==> src/verilog/qct_regs.svh <==
// constants for the q-channel trim and aperture delay register bank
// How it works
// (RQ1) host writes zero to every reserved bit of the three registers
// (RQ2) offset sign bit 12 low gives positive offset, high negative
// (RQ3) offset magnitude is straight binary, zero to about 45 mV
// (RQ4) 15-bit full-scale code sets range, midscale 800 mV, all ones 1000 mV
// (RQ5) coarse code delays sampling clock, 0 ps to 825 ps at 2431
// (RQ6) coarse codes 2432 and above hold delay at its maximum
// (RQ7) coarse and fine delays only take effect while adjust select is set
// (RQ8) duty-cycle stabilizer enabled while bit 2 is set, its default
// (RQ9) host avoids delay adjust in dual-edge modes above 1600 MHz clock
// (RQ10) host should avoid maximum delay at the highest sampling rate
// (RQ11) with adjust selected a 6-bit fine delay is added, up to 2.3 ps
// (RQ12) a read returns the last written value or the power-on value
`ifndef QCT_REGS_SVH
`define QCT_REGS_SVH

// ==========================================================
// register map
`define QCT_ADDR_OFFSET 4'hA
`define QCT_ADDR_FULLSCALE 4'hB
`define QCT_ADDR_COARSE 4'hC
`define QCT_RST_OFFSET 16'h0000
`define QCT_RST_FULLSCALE 16'h4000
`define QCT_RST_COARSE 16'h0004

// ==========================================================
// field positions
`define QCT_OFS_SIGN_BIT 12
`define QCT_OFS_MAG_MSB 11
`define QCT_FS_MAG_MSB 14
`define QCT_CD_MAG_MSB 15
`define QCT_CD_MAG_LSB 4
`define QCT_CD_SEL_BIT 3
`define QCT_CD_DCC_BIT 2
`define QCT_CD_MAX_CODE 12'h97F
`define QCT_FINE_WIDTH 6

// ==========================================================
// serial frame: read flag, three spare bits, address, data
`define QCT_FRAME_BITS 5'h18
`define QCT_HDR_BITS 5'h08
`define QCT_RW_BIT 7

`endif

==> src/verilog/qct_pkg.sv <==
// types shared by the q-channel trim register bank
package qct_pkg;
  typedef logic [3:0] qct_addr_t;
  typedef logic [15:0] qct_word_t;
  typedef logic [11:0] qct_delay_t;
endpackage

==> src/verilog/qct_cfg_if.sv <==
// register access signals between serial port and register bank
`timescale 1ns/1ps
interface qct_cfg_if;
  import qct_pkg::*;
  logic wr_en;
  qct_addr_t addr;
  qct_word_t wdata;
  qct_word_t rdata;
  modport port (output wr_en, output addr, output wdata, input rdata);
  modport regs (input wr_en, input addr, input wdata, output rdata);
endinterface

==> src/verilog/qct_serial_port.sv <==
// serial control port: pin synchroniser, frame shifter, read data out
`timescale 1ns/1ps
`include "qct_regs.svh"
module qct_serial_port
  import qct_pkg::*;
(
  input wire logic i_clk_sys,
  input wire logic i_rstn,
  input wire logic i_scs_n,
  input wire logic i_sclk,
  input wire logic i_sdi,
  output logic o_sdo,
  qct_cfg_if.port cfg
);
  // ==========================================================
  // synchroniser, pins are asynchronous to the system clock
  logic [2:0] sync1;
  logic [2:0] sync2;
  logic sclk_d;
  logic [4:0] cnt;
  logic [23:0] sh;
  logic [15:0] out;
  logic rd;
  logic wr;
  logic load;
  logic next_load;
  qct_addr_t addr;
  logic [4:0] next_cnt;
  logic [23:0] next_sh;
  logic [15:0] next_out;
  logic next_rd;
  logic next_wr;
  qct_addr_t next_addr;
  logic rise;
  logic fall;
  logic active;

  assign active = ~sync2[2];
  assign rise = sync2[1] & ~sclk_d;
  assign fall = ~sync2[1] & sclk_d;

  // ==========================================================
  // frame decode
  always_comb begin
    next_cnt = cnt;
    next_sh = sh;
    next_out = out;
    next_rd = rd;
    next_wr = 1'b0;
    next_load = 1'b0;
    next_addr = addr;
    if (!active) begin
      next_cnt = 5'h00;
      next_rd = 1'b0;
      next_out = 16'h0000;
    end else if (rise && cnt != `QCT_FRAME_BITS) begin
      next_sh = {sh[22:0], sync2[0]};
      next_cnt = cnt + 5'h01;
      if (cnt == `QCT_HDR_BITS - 5'h01) begin
        next_addr = next_sh[3:0];
        next_rd = next_sh[`QCT_RW_BIT];
        // fetch waits a cycle, the bank still decodes the old address now
        next_load = next_sh[`QCT_RW_BIT];
      end
      if (cnt == `QCT_FRAME_BITS - 5'h01 && !rd) begin
        next_wr = 1'b1;
      end
    end else if (load) begin
      // read data captured once, so the word is coherent
      next_out = cfg.rdata;
    end else if (fall && rd && cnt > `QCT_HDR_BITS) begin
      next_out = {out[14:0], 1'b0};
    end
  end

  always_ff @(posedge i_clk_sys or negedge i_rstn) begin
    if (!i_rstn) begin
      // idle pin levels, so no false clock edge follows reset
      sync1 <= 3'h4;
      sync2 <= 3'h4;
      sclk_d <= 1'b0;
      cnt <= 5'h00;
      sh <= 24'h000000;
      out <= 16'h0000;
      rd <= 1'b0;
      wr <= 1'b0;
      load <= 1'b0;
      addr <= 4'h0;
    end else begin
      sync1 <= {i_scs_n, i_sclk, i_sdi};
      sync2 <= sync1;
      sclk_d <= sync2[1];
      cnt <= next_cnt;
      sh <= next_sh;
      out <= next_out;
      rd <= next_rd;
      wr <= next_wr;
      load <= next_load;
      addr <= next_addr;
    end
  end

  assign o_sdo = out[15];
  assign cfg.wr_en = wr;
  assign cfg.addr = addr;
  assign cfg.wdata = sh[15:0];
endmodule

==> src/verilog/qct_trim_regs.sv <==
// q-channel offset, full-scale and aperture delay register bank
`timescale 1ns/1ps
`include "qct_regs.svh"
module qct_trim_regs
  import qct_pkg::*;
(
  input wire logic i_clk_sys,
  input wire logic i_rstn,
  input wire logic i_scs_n,
  input wire logic i_sclk,
  input wire logic i_sdi,
  input wire logic [5:0] i_fine_delay_magnitude,
  output logic o_sdo,
  output logic o_q_offset_sign,
  output logic [11:0] o_q_offset_magnitude,
  output logic [14:0] o_q_fullscale_magnitude,
  output logic [11:0] o_coarse_delay_code,
  output logic [5:0] o_fine_delay_code,
  output logic o_aperture_adjust_select,
  output logic o_duty_cycle_correct
);
  qct_cfg_if cfg ();

  qct_serial_port qct_serial_port_inst (
    .i_clk_sys(i_clk_sys),
    .i_rstn(i_rstn),
    .i_scs_n(i_scs_n),
    .i_sclk(i_sclk),
    .i_sdi(i_sdi),
    .o_sdo(o_sdo),
    .cfg(cfg)
  );

  // ==========================================================
  // register storage
  qct_word_t q_offset_trim;
  qct_word_t q_fullscale_trim;
  qct_word_t aperture_coarse_delay;
  qct_word_t next_q_offset_trim;
  qct_word_t next_q_fullscale_trim;
  qct_word_t next_aperture_coarse_delay;

  function automatic qct_word_t read_word(input qct_addr_t a, input qct_word_t o,
                                          input qct_word_t f, input qct_word_t c);
    unique case (a)
      `QCT_ADDR_OFFSET: read_word = o;
      `QCT_ADDR_FULLSCALE: read_word = f;
      `QCT_ADDR_COARSE: read_word = c;
      default: read_word = 16'h0000;
    endcase
  endfunction

  // (RQ12) stored as written
  always_comb begin
    next_q_offset_trim = q_offset_trim;
    next_q_fullscale_trim = q_fullscale_trim;
    next_aperture_coarse_delay = aperture_coarse_delay;
    if (cfg.wr_en) begin
      // reserved bits kept as written so a read echoes the host
      if (cfg.addr == `QCT_ADDR_OFFSET) begin
        next_q_offset_trim = cfg.wdata;
      end
      if (cfg.addr == `QCT_ADDR_FULLSCALE) begin
        next_q_fullscale_trim = cfg.wdata;
      end
      if (cfg.addr == `QCT_ADDR_COARSE) begin
        next_aperture_coarse_delay = cfg.wdata;
      end
    end
  end

  always_ff @(posedge i_clk_sys or negedge i_rstn) begin
    if (!i_rstn) begin
      q_offset_trim <= `QCT_RST_OFFSET;
      q_fullscale_trim <= `QCT_RST_FULLSCALE;
      aperture_coarse_delay <= `QCT_RST_COARSE;
    end else begin
      q_offset_trim <= next_q_offset_trim;
      q_fullscale_trim <= next_q_fullscale_trim;
      aperture_coarse_delay <= next_aperture_coarse_delay;
    end
  end

  // (RQ12) read back mux
  assign cfg.rdata = read_word(cfg.addr, q_offset_trim, q_fullscale_trim,
                               aperture_coarse_delay);

  // ==========================================================
  // trim controls toward the analog side
  qct_delay_t cam;
  logic sel;
  logic next_sign;
  logic [11:0] next_ofs_mag;
  logic [14:0] next_fs_mag;
  qct_delay_t next_coarse;
  logic [5:0] next_fine;
  logic next_sel;
  logic next_dcc;

  assign cam = aperture_coarse_delay[`QCT_CD_MAG_MSB:`QCT_CD_MAG_LSB];
  assign sel = aperture_coarse_delay[`QCT_CD_SEL_BIT];

  always_comb begin
    // (RQ2) sign, low means positive
    next_sign = q_offset_trim[`QCT_OFS_SIGN_BIT];
    // (RQ3) straight binary magnitude
    next_ofs_mag = q_offset_trim[`QCT_OFS_MAG_MSB:0];
    // (RQ4) full-scale code
    next_fs_mag = q_fullscale_trim[`QCT_FS_MAG_MSB:0];
    next_sel = sel;
    // (RQ8) stabilizer enable
    next_dcc = aperture_coarse_delay[`QCT_CD_DCC_BIT];
    next_coarse = 12'h000;
    next_fine = 6'h00;
    // (RQ7) delays gated by select
    if (sel) begin
      // (RQ5) (RQ6) coarse code, saturating at the maximum
      next_coarse = (cam > `QCT_CD_MAX_CODE) ? `QCT_CD_MAX_CODE : cam;
      // (RQ11) fine delay added when selected
      next_fine = i_fine_delay_magnitude;
    end
  end

  always_ff @(posedge i_clk_sys or negedge i_rstn) begin
    if (!i_rstn) begin
      o_q_offset_sign <= 1'b0;
      o_q_offset_magnitude <= 12'h000;
      o_q_fullscale_magnitude <= 15'h4000;
      o_coarse_delay_code <= 12'h000;
      o_fine_delay_code <= 6'h00;
      o_aperture_adjust_select <= 1'b0;
      o_duty_cycle_correct <= 1'b1;
    end else begin
      o_q_offset_sign <= next_sign;
      o_q_offset_magnitude <= next_ofs_mag;
      o_q_fullscale_magnitude <= next_fs_mag;
      o_coarse_delay_code <= next_coarse;
      o_fine_delay_code <= next_fine;
      o_aperture_adjust_select <= next_sel;
      o_duty_cycle_correct <= next_dcc;
    end
  end

  // ==========================================================
  // checks
  a_offset_sign_write: assert property ( // RQ2
    @(posedge i_clk_sys) disable iff (!i_rstn)
    cfg.wr_en && cfg.addr == `QCT_ADDR_OFFSET |=> ##1 o_q_offset_sign == $past(cfg.wdata[12], 2))
    else $error("offset sign does not follow write");
  a_offset_mag_write: assert property ( // RQ3
    @(posedge i_clk_sys) disable iff (!i_rstn)
    cfg.wr_en && cfg.addr == `QCT_ADDR_OFFSET |-> ##2 o_q_offset_magnitude == $past(cfg.wdata[11:0], 2))
    else $error("offset magnitude does not follow write");
  a_fullscale_write: assert property ( // RQ4
    @(posedge i_clk_sys) disable iff (!i_rstn)
    cfg.wr_en && cfg.addr == `QCT_ADDR_FULLSCALE |-> ##2 o_q_fullscale_magnitude == $past(cfg.wdata[14:0], 2))
    else $error("full-scale code does not follow write");
  a_coarse_pass: assert property ( // RQ5
    @(posedge i_clk_sys) disable iff (!i_rstn)
    sel && cam <= 12'h97F |=> o_coarse_delay_code == $past(cam))
    else $error("coarse delay code not applied");
  a_coarse_sat: assert property ( // RQ6
    @(posedge i_clk_sys) disable iff (!i_rstn)
    sel && cam >= 12'h980 |=> o_coarse_delay_code == 12'h97F)
    else $error("coarse delay not saturated");
  a_delay_gated: assert property ( // RQ7
    @(posedge i_clk_sys) disable iff (!i_rstn)
    !sel |=> o_coarse_delay_code == 12'h000 && o_fine_delay_code == 6'h00)
    else $error("delay applied without select");
  a_dcc_write: assert property ( // RQ8
    @(posedge i_clk_sys) disable iff (!i_rstn)
    cfg.wr_en && cfg.addr == `QCT_ADDR_COARSE |-> ##2 o_duty_cycle_correct == $past(cfg.wdata[2], 2))
    else $error("duty cycle enable does not follow write");
  a_fine_pass: assert property ( // RQ11
    @(posedge i_clk_sys) disable iff (!i_rstn)
    sel |=> o_fine_delay_code == $past(i_fine_delay_magnitude))
    else $error("fine delay not applied");
  a_read_back: assert property ( // RQ12
    @(posedge i_clk_sys) disable iff (!i_rstn)
    cfg.wr_en && cfg.addr >= `QCT_ADDR_OFFSET && cfg.addr <= `QCT_ADDR_COARSE |=>
      read_word($past(cfg.addr), q_offset_trim, q_fullscale_trim, aperture_coarse_delay)
        == $past(cfg.wdata))
    else $error("read back differs from written word");

  // ==========================================================
  // write-path checks seen from the bus side

  // (RQ7) select follows write
  a_select_write: assert property ( // RQ7
    @(posedge i_clk_sys) disable iff (!i_rstn)
    cfg.wr_en && cfg.addr == `QCT_ADDR_COARSE |-> ##2
      o_aperture_adjust_select == $past(cfg.wdata[`QCT_CD_SEL_BIT], 2))
    else $error("adjust select does not follow write");

  // (RQ5) written code applied
  a_coarse_write: assert property ( // RQ5
    @(posedge i_clk_sys) disable iff (!i_rstn)
    cfg.wr_en && cfg.addr == `QCT_ADDR_COARSE && cfg.wdata[`QCT_CD_SEL_BIT] &&
      cfg.wdata[`QCT_CD_MAG_MSB:`QCT_CD_MAG_LSB] <= `QCT_CD_MAX_CODE |-> ##2
      o_coarse_delay_code == $past(cfg.wdata[`QCT_CD_MAG_MSB:`QCT_CD_MAG_LSB], 2))
    else $error("written coarse code not applied");

  // (RQ6) written code saturates
  a_coarse_write_sat: assert property ( // RQ6
    @(posedge i_clk_sys) disable iff (!i_rstn)
    cfg.wr_en && cfg.addr == `QCT_ADDR_COARSE && cfg.wdata[`QCT_CD_SEL_BIT] &&
      cfg.wdata[`QCT_CD_MAG_MSB:`QCT_CD_MAG_LSB] >= 12'h980 |-> ##2
      o_coarse_delay_code == `QCT_CD_MAX_CODE)
    else $error("written coarse code not saturated");

  // (RQ7) cleared select gates both
  a_write_gated: assert property ( // RQ7
    @(posedge i_clk_sys) disable iff (!i_rstn)
    cfg.wr_en && cfg.addr == `QCT_ADDR_COARSE && !cfg.wdata[`QCT_CD_SEL_BIT] |-> ##2
      o_coarse_delay_code == 12'h000 && o_fine_delay_code == 6'h00)
    else $error("delay applied after select cleared");

  // (RQ11) fine code passed
  a_fine_write: assert property ( // RQ11
    @(posedge i_clk_sys) disable iff (!i_rstn)
    cfg.wr_en && cfg.addr == `QCT_ADDR_COARSE && cfg.wdata[`QCT_CD_SEL_BIT] |-> ##2
      o_fine_delay_code == $past(i_fine_delay_magnitude))
    else $error("fine code not passed after select set");

  // (RQ12) no change without a write
  a_regs_hold: assert property ( // RQ12
    @(posedge i_clk_sys) disable iff (!i_rstn)
    !cfg.wr_en |=> $stable(q_offset_trim) && $stable(q_fullscale_trim) &&
      $stable(aperture_coarse_delay))
    else $error("register changed without a write");

  // (RQ12) unmapped writes dropped
  a_unmapped_ignored: assert property ( // RQ12
    @(posedge i_clk_sys) disable iff (!i_rstn)
    cfg.wr_en && (cfg.addr < `QCT_ADDR_OFFSET || cfg.addr > `QCT_ADDR_COARSE) |=>
      $stable(q_offset_trim) && $stable(q_fullscale_trim) && $stable(aperture_coarse_delay))
    else $error("unmapped write changed a register");

  // (RQ12) offset write spares others
  a_offset_only: assert property ( // RQ12
    @(posedge i_clk_sys) disable iff (!i_rstn)
    cfg.wr_en && cfg.addr == `QCT_ADDR_OFFSET |=>
      $stable(q_fullscale_trim) && $stable(aperture_coarse_delay))
    else $error("offset write changed another register");
endmodule
==> config.mk <==
export PLATFORM = sky130hd
export DESIGN_NAME = qct_trim_regs
export DESIGN_NICKNAME = d
export VERILOG_FILES = /design/src/verilog/qct_pkg.sv /design/src/verilog/qct_cfg_if.sv /design/src/verilog/qct_serial_port.sv /design/src/verilog/qct_trim_regs.sv
export VERILOG_INCLUDE_DIRS = /design/src /design/src/verilog
export SDC_FILE = /design/constraint.sdc
export NUM_CORES = 1
export LEC_CHECK = 0
export BUFFER_PORTS_ARGS = -buffer_cell sky130_fd_sc_hd__buf_2
export CORE_MARGIN = 3
export CORE_UTILIZATION = 53
export CTS_CLUSTER_DIAMETER = 50
export CTS_CLUSTER_SIZE = 28
export DETAILED_ROUTE_END_ITERATION = 8
export GPL_TIMING_DRIVEN = 0
export MAX_ROUTING_LAYER = met4
export PLACE_DENSITY = 0.74
export SETUP_SLACK_MARGIN = 0.5
export SKIP_CTS_REPAIR_TIMING = 1
export SLEW_MARGIN = 5
export SYNTH_ARGS = -nofsm -noshare
export SYNTH_HDL_FRONTEND = slang
export SYNTH_SLANG_ARGS = --single-unit
export TNS_END_PERCENT = 20
==> constraint.sdc <==
create_clock -name i_clk_sys -period 4.8 [get_ports i_clk_sys]
set_input_delay 0.72 -clock i_clk_sys [delete_from_list [all_inputs] [get_ports i_clk_sys]]
set_output_delay 0.72 -clock i_clk_sys [all_outputs]
set_load 0.02 [all_outputs]
==> impl_metrics.prom <==
# TYPE chip_impl_metric gauge
chip_impl_metric{name="die_height",unit="um"} 107.8
chip_impl_metric{name="worst_ir_drop_vdd",unit="V"} 0.0002361
chip_impl_metric{name="cp.arrival",unit="ps"} 2700
chip_impl_metric{name="buffer_ports.inserted",unit=""} 59
chip_impl_metric{name="via_count",unit=""} 3305
chip_impl_metric{name="cellInternalPower",unit="uW"} 2128
chip_impl_metric{name="placement_setup_slack",unit="ps"} 2492
chip_impl_info{name="critPathLaunchType",value="flip-flop"} 1
chip_impl_metric{name="final_util",unit="%"} 66.54
chip_impl_metric{name="grtUsageTotal",unit="%"} 21.80
chip_impl_metric{name="power_frac_comb",unit="%"} 3.1
chip_impl_metric{name="tritoncts_num_sinks",unit=""} 147
chip_impl_metric{name="ioPinCount",unit=""} 60
chip_impl_metric{name="finalClockSkew",unit="ps"} 15.86
chip_impl_metric{name="grt_start_max_net_pins",unit=""} 94
chip_impl_metric{name="cell_leakage_power",unit="uW"} 0.003343
chip_impl_metric{name="drv_slew",unit=""} 0
chip_impl_metric{name="grt_pass1_wl",unit="um"} 18620
chip_impl_metric{name="whs",unit="ps"} 140.4
chip_impl_metric{name="p_seq_share",unit="%"} 48.4
chip_impl_info{name="tritoncts",value="done"} 1
chip_impl_metric{name="drv.max_cap_violation_count",unit=""} 0
chip_impl_info{name="timing_worst_setup_path_type",value="reg2reg"} 1
chip_impl_metric{name="setup_total_negative_slack",unit="ps"} 0
chip_impl_metric{name="global_route_overflow",unit=""} 0
chip_impl_metric{name="grt_antenna_before_repair",unit=""} 0
chip_impl_metric{name="post-dp-hpwl",unit="um"} 7144
chip_impl_metric{name="timing.final.crit_share",unit="%"} 47.91
chip_impl_metric{name="start_util",unit="%"} 55.45
chip_impl_metric{name="die_w",unit="um"} 107.8
chip_impl_metric{name="final.setup.worst_slack",unit="ps"} 2500
chip_impl_metric{name="number_of_global_route_vias_before_repair",unit=""} 3516
chip_impl_metric{name="routed_wire_length_per_instance",unit="um"} 19.45
chip_impl_metric{name="synth-edff-count",unit=""} 0
chip_impl_info{name="layout_commonest_cell",value="dfrtp_1"} 1
chip_impl_metric{name="layout.cell_area.non_filler",unit="mm^2"} 0.006594
chip_impl_metric{name="worst-r2r-setup-slack",unit="ps"} 2500
chip_impl_metric{name="max_freq",unit="GHz"} 0.4348
chip_impl_metric{name="gp_routability_congestion",unit=""} 0.8314
chip_impl_metric{name="row_count",unit=""} 36
chip_impl_metric{name="finish.net_count",unit=""} 448
chip_impl_metric{name="cts-root-to-sink-buffers",unit=""} 2
chip_impl_metric{name="netlist_instances",unit=""} 356
chip_impl_metric{name="synth_fp_nets",unit=""} 369
chip_impl_info{name="setup.worst_path.end_class",value="flip-flop"} 1
chip_impl_metric{name="cts-htree-levels",unit=""} 4
chip_impl_metric{name="clock_insertion_delay_worst_skew",unit="ps"} 520
chip_impl_metric{name="cts_made_buffers",unit=""} 17
chip_impl_metric{name="net_sw_power",unit="uW"} 618.6
chip_impl_info{name="r2r_start",value="qct_serial_port_inst.cnt[0]"} 1
chip_impl_info{name="postSynth.topFlopCell",value="dfrtp_1"} 1
chip_impl_info{name="status",value="completed"} 1
chip_impl_metric{name="post-route-drc-count",unit=""} 0
chip_impl_metric{name="detail_route.wirelength",unit="um"} 11300
chip_impl_metric{name="crit_path_max_fanout",unit=""} 10
chip_impl_info{name="final_cell_mix",value="dfrtp_1 (141), mux2_2 (71), buf_2 (66), clkbuf_16 (16)"} 1
chip_impl_metric{name="antenna_left",unit=""} 0
chip_impl_metric{name="area_growth_syn_to_layout",unit="%"} 19.99
chip_impl_metric{name="area_of_the_placeable_core",unit="mm^2"} 0.009910
chip_impl_metric{name="area_of_the_die",unit="mm^2"} 0.01163
chip_impl_metric{name="setup-violations-final",unit=""} 0
chip_impl_metric{name="minimum_clock_period",unit="ps"} 2300
chip_impl_metric{name="routed_via_density",unit=""} 5.688
chip_impl_info{name="timing.hold.worst.class",value="in2async"} 1
chip_impl_metric{name="synth.yosys.seq_area_share",unit="%"} 67.08
chip_impl_metric{name="tightest_slew",unit="ps"} 650.5
chip_impl_metric{name="synthesis.area_per_instance",unit="um^2"} 15.44
chip_impl_metric{name="worst-r2r-cell-count",unit=""} 6
chip_impl_info{name="rsz_0062_raised_after_global_routing",value="no"} 1
chip_impl_metric{name="power-per-cell-area",unit="mW/mm^2"} 416.5
chip_impl_metric{name="drive_above_1_share",unit="%"} 41.29
chip_impl_metric{name="critPathRequiredTime",unit="ps"} 5200
chip_impl_metric{name="synth-seq-cells",unit=""} 147
chip_impl_info{name="clockRootBuffer",value="clkbuf_8"} 1
chip_impl_metric{name="dpl_cell_area",unit="mm^2"} 0.005991
chip_impl_metric{name="post_synth_num_cell_types",unit=""} 43
chip_impl_metric{name="insertedDiodeCount",unit=""} 0
chip_impl_metric{name="timing_hold_violations_final",unit=""} 0
chip_impl_metric{name="switching_share",unit="%"} 22.53
chip_impl_metric{name="relSlewSlack",unit="%"} 56.63
chip_impl_metric{name="synth_warnings",unit=""} 0
chip_impl_metric{name="drtPass1Iterations",unit=""} 5
chip_impl_metric{name="synth.cell_area",unit="mm^2"} 0.005495
chip_impl_metric{name="clock_power_share",unit="%"} 48.5
chip_impl_metric{name="clkSlewWorstSetupHoldPaths",unit="ps"} 70
chip_impl_metric{name="postSynth.asyncResetShare",unit="%"} 100.0
chip_impl_metric{name="detailedRoute.firstIterationViolations",unit=""} 199
chip_impl_info{name="worst_r2r_endpoint",value="qct_serial_port_inst.sh[7]"} 1
-- per-stage QoR --
step	std cells	power [uW]
after floorplan	356	1376
after global placement	548	1427
after detailed placement	549	1437
after CTS	581	2763
after global routing	581	2836
final	581	2746
-- flip-flops by register name (all words and copies together) (netlist names), 3 cells and up --
signal	cells
qct_serial_port_inst.cnt	5
qct_serial_port_inst.cfg.addr	4
qct_serial_port_inst.sh	16
q_offset_trim	16
qct_serial_port_inst.sync1	3
qct_serial_port_inst.out	16
qct_serial_port_inst.sync2	3
o_q_offset_magnitude	12
o_coarse_delay_code	12
o_fine_delay_code	6
q_fullscale_trim	16
aperture_coarse_delay	16
o_q_fullscale_magnitude	15
-- synth_stat cells, types with 2 or more instances --
master | n | area (um^2)
dfrtp_1 | 141 | 3528
mux2_2 | 71 | 799.5
a221o_1 | 15 | 150.1
nor3_1 | 15 | 75.07
a222oi_1 | 13 | 130.1
clkbuf_1 | 9 | 33.78
and2_1 | 8 | 50.05
buf_2 | 8 | 40.04
nor2_1 | 8 | 30.03
o21a_1 | 8 | 60.06
nand2_1 | 7 | 26.28
dfstp_2 | 6 | 157.7
nor2b_1 | 4 | 25.02
nand3_1 | 3 | 15.01
nand4_1 | 3 | 18.77
xor2_1 | 3 | 26.28
a21oi_1 | 2 | 10.01
a22oi_1 | 2 | 15.01
and3b_1 | 2 | 17.52
and4b_1 | 2 | 20.02
ha_1 | 2 | 25.02
inv_1 | 2 | 7.510
nand2b_1 | 2 | 12.51
-- critical path, cell delays in order (launching register included) --
cell and delay, ps:
dfrtp_1 380, inv_1 80, ha_1 250, nand4b_4 140
nor3b_4 530, buf_2 410, mux2_2 380
-- area by class of cell --
type | count | area (um^2)
Timing Repair Buffer | 60 | 329.1
Sequential cell | 147 | 3686
Fill cell | 701 | 3316
Buffer | 18 | 85.08
Tap cell | 133 | 166.4
Clock inverter | 14 | 175.2
Inverter | 2 | 7.507
Clock buffer | 18 | 427.9
Multi-Input combinational cell | 189 | 1717
-- logic make-up (layout without fill, tap and decap cells) --
family | after synthesis | after routing | share of synthesized area, %
flops | 147 | 147 | 67.08
simple gates | 63 | 63 | 7.514
mux | 72 | 72 | 14.73
buf+inv | 20 | 112 | 1.685
xor+xnor | 4 | 4 | 0.6376
fa+ha+maj | 2 | 2 | 0.4553
compound gates | 48 | 48 | 7.901
-- routing by layer --
| layer | GRT usage, % | vias up | routed length, um |
|---|---|---|---|
| li1 | - | 1485 | - |
| met2 | 34.24 | 87 | 5836 |
| met1 | 28.45 | 1717 | 4846 |
| met3 | 4.379 | 16 | 443 |
| met4 | 8.025 | 0 | 175 |
| met5 | - | - | 0 |
-- how the worst max path moves through the flow --
stage                                     start                            end  slack (ps)  cells after the start
floorplan           qct_serial_port_inst.cnt[0]   qct_serial_port_inst.out[10]        2920                      7
global placement                         i_rstn  qct_serial_port_inst.sync2[1]        1090                      1
detailed placement  qct_serial_port_inst.cnt[0]     qct_serial_port_inst.sh[7]        2490                      6
CTS                 qct_serial_port_inst.cnt[0]     qct_serial_port_inst.sh[7]        2500                      6
global route        qct_serial_port_inst.cnt[0]    qct_serial_port_inst.sh[13]        2400                      6
finish              qct_serial_port_inst.cnt[0]     qct_serial_port_inst.sh[7]        2500                      6
-- power by group through the flow --
stage / sequential, uW / clock [uW] / combinational, uW
after detailed placement: 1350 / 0 / 87.7
final: 1330 / 1330 / 86.0
after global routing: 1340 / 1400 / 95.5
after CTS: 1330 / 1350 / 88.7
after global placement: 1350 / 0 / 80.6
after floorplan: 1330 / 0 / 48.6
No activity file was read; power rests on OpenSTA's default activity.
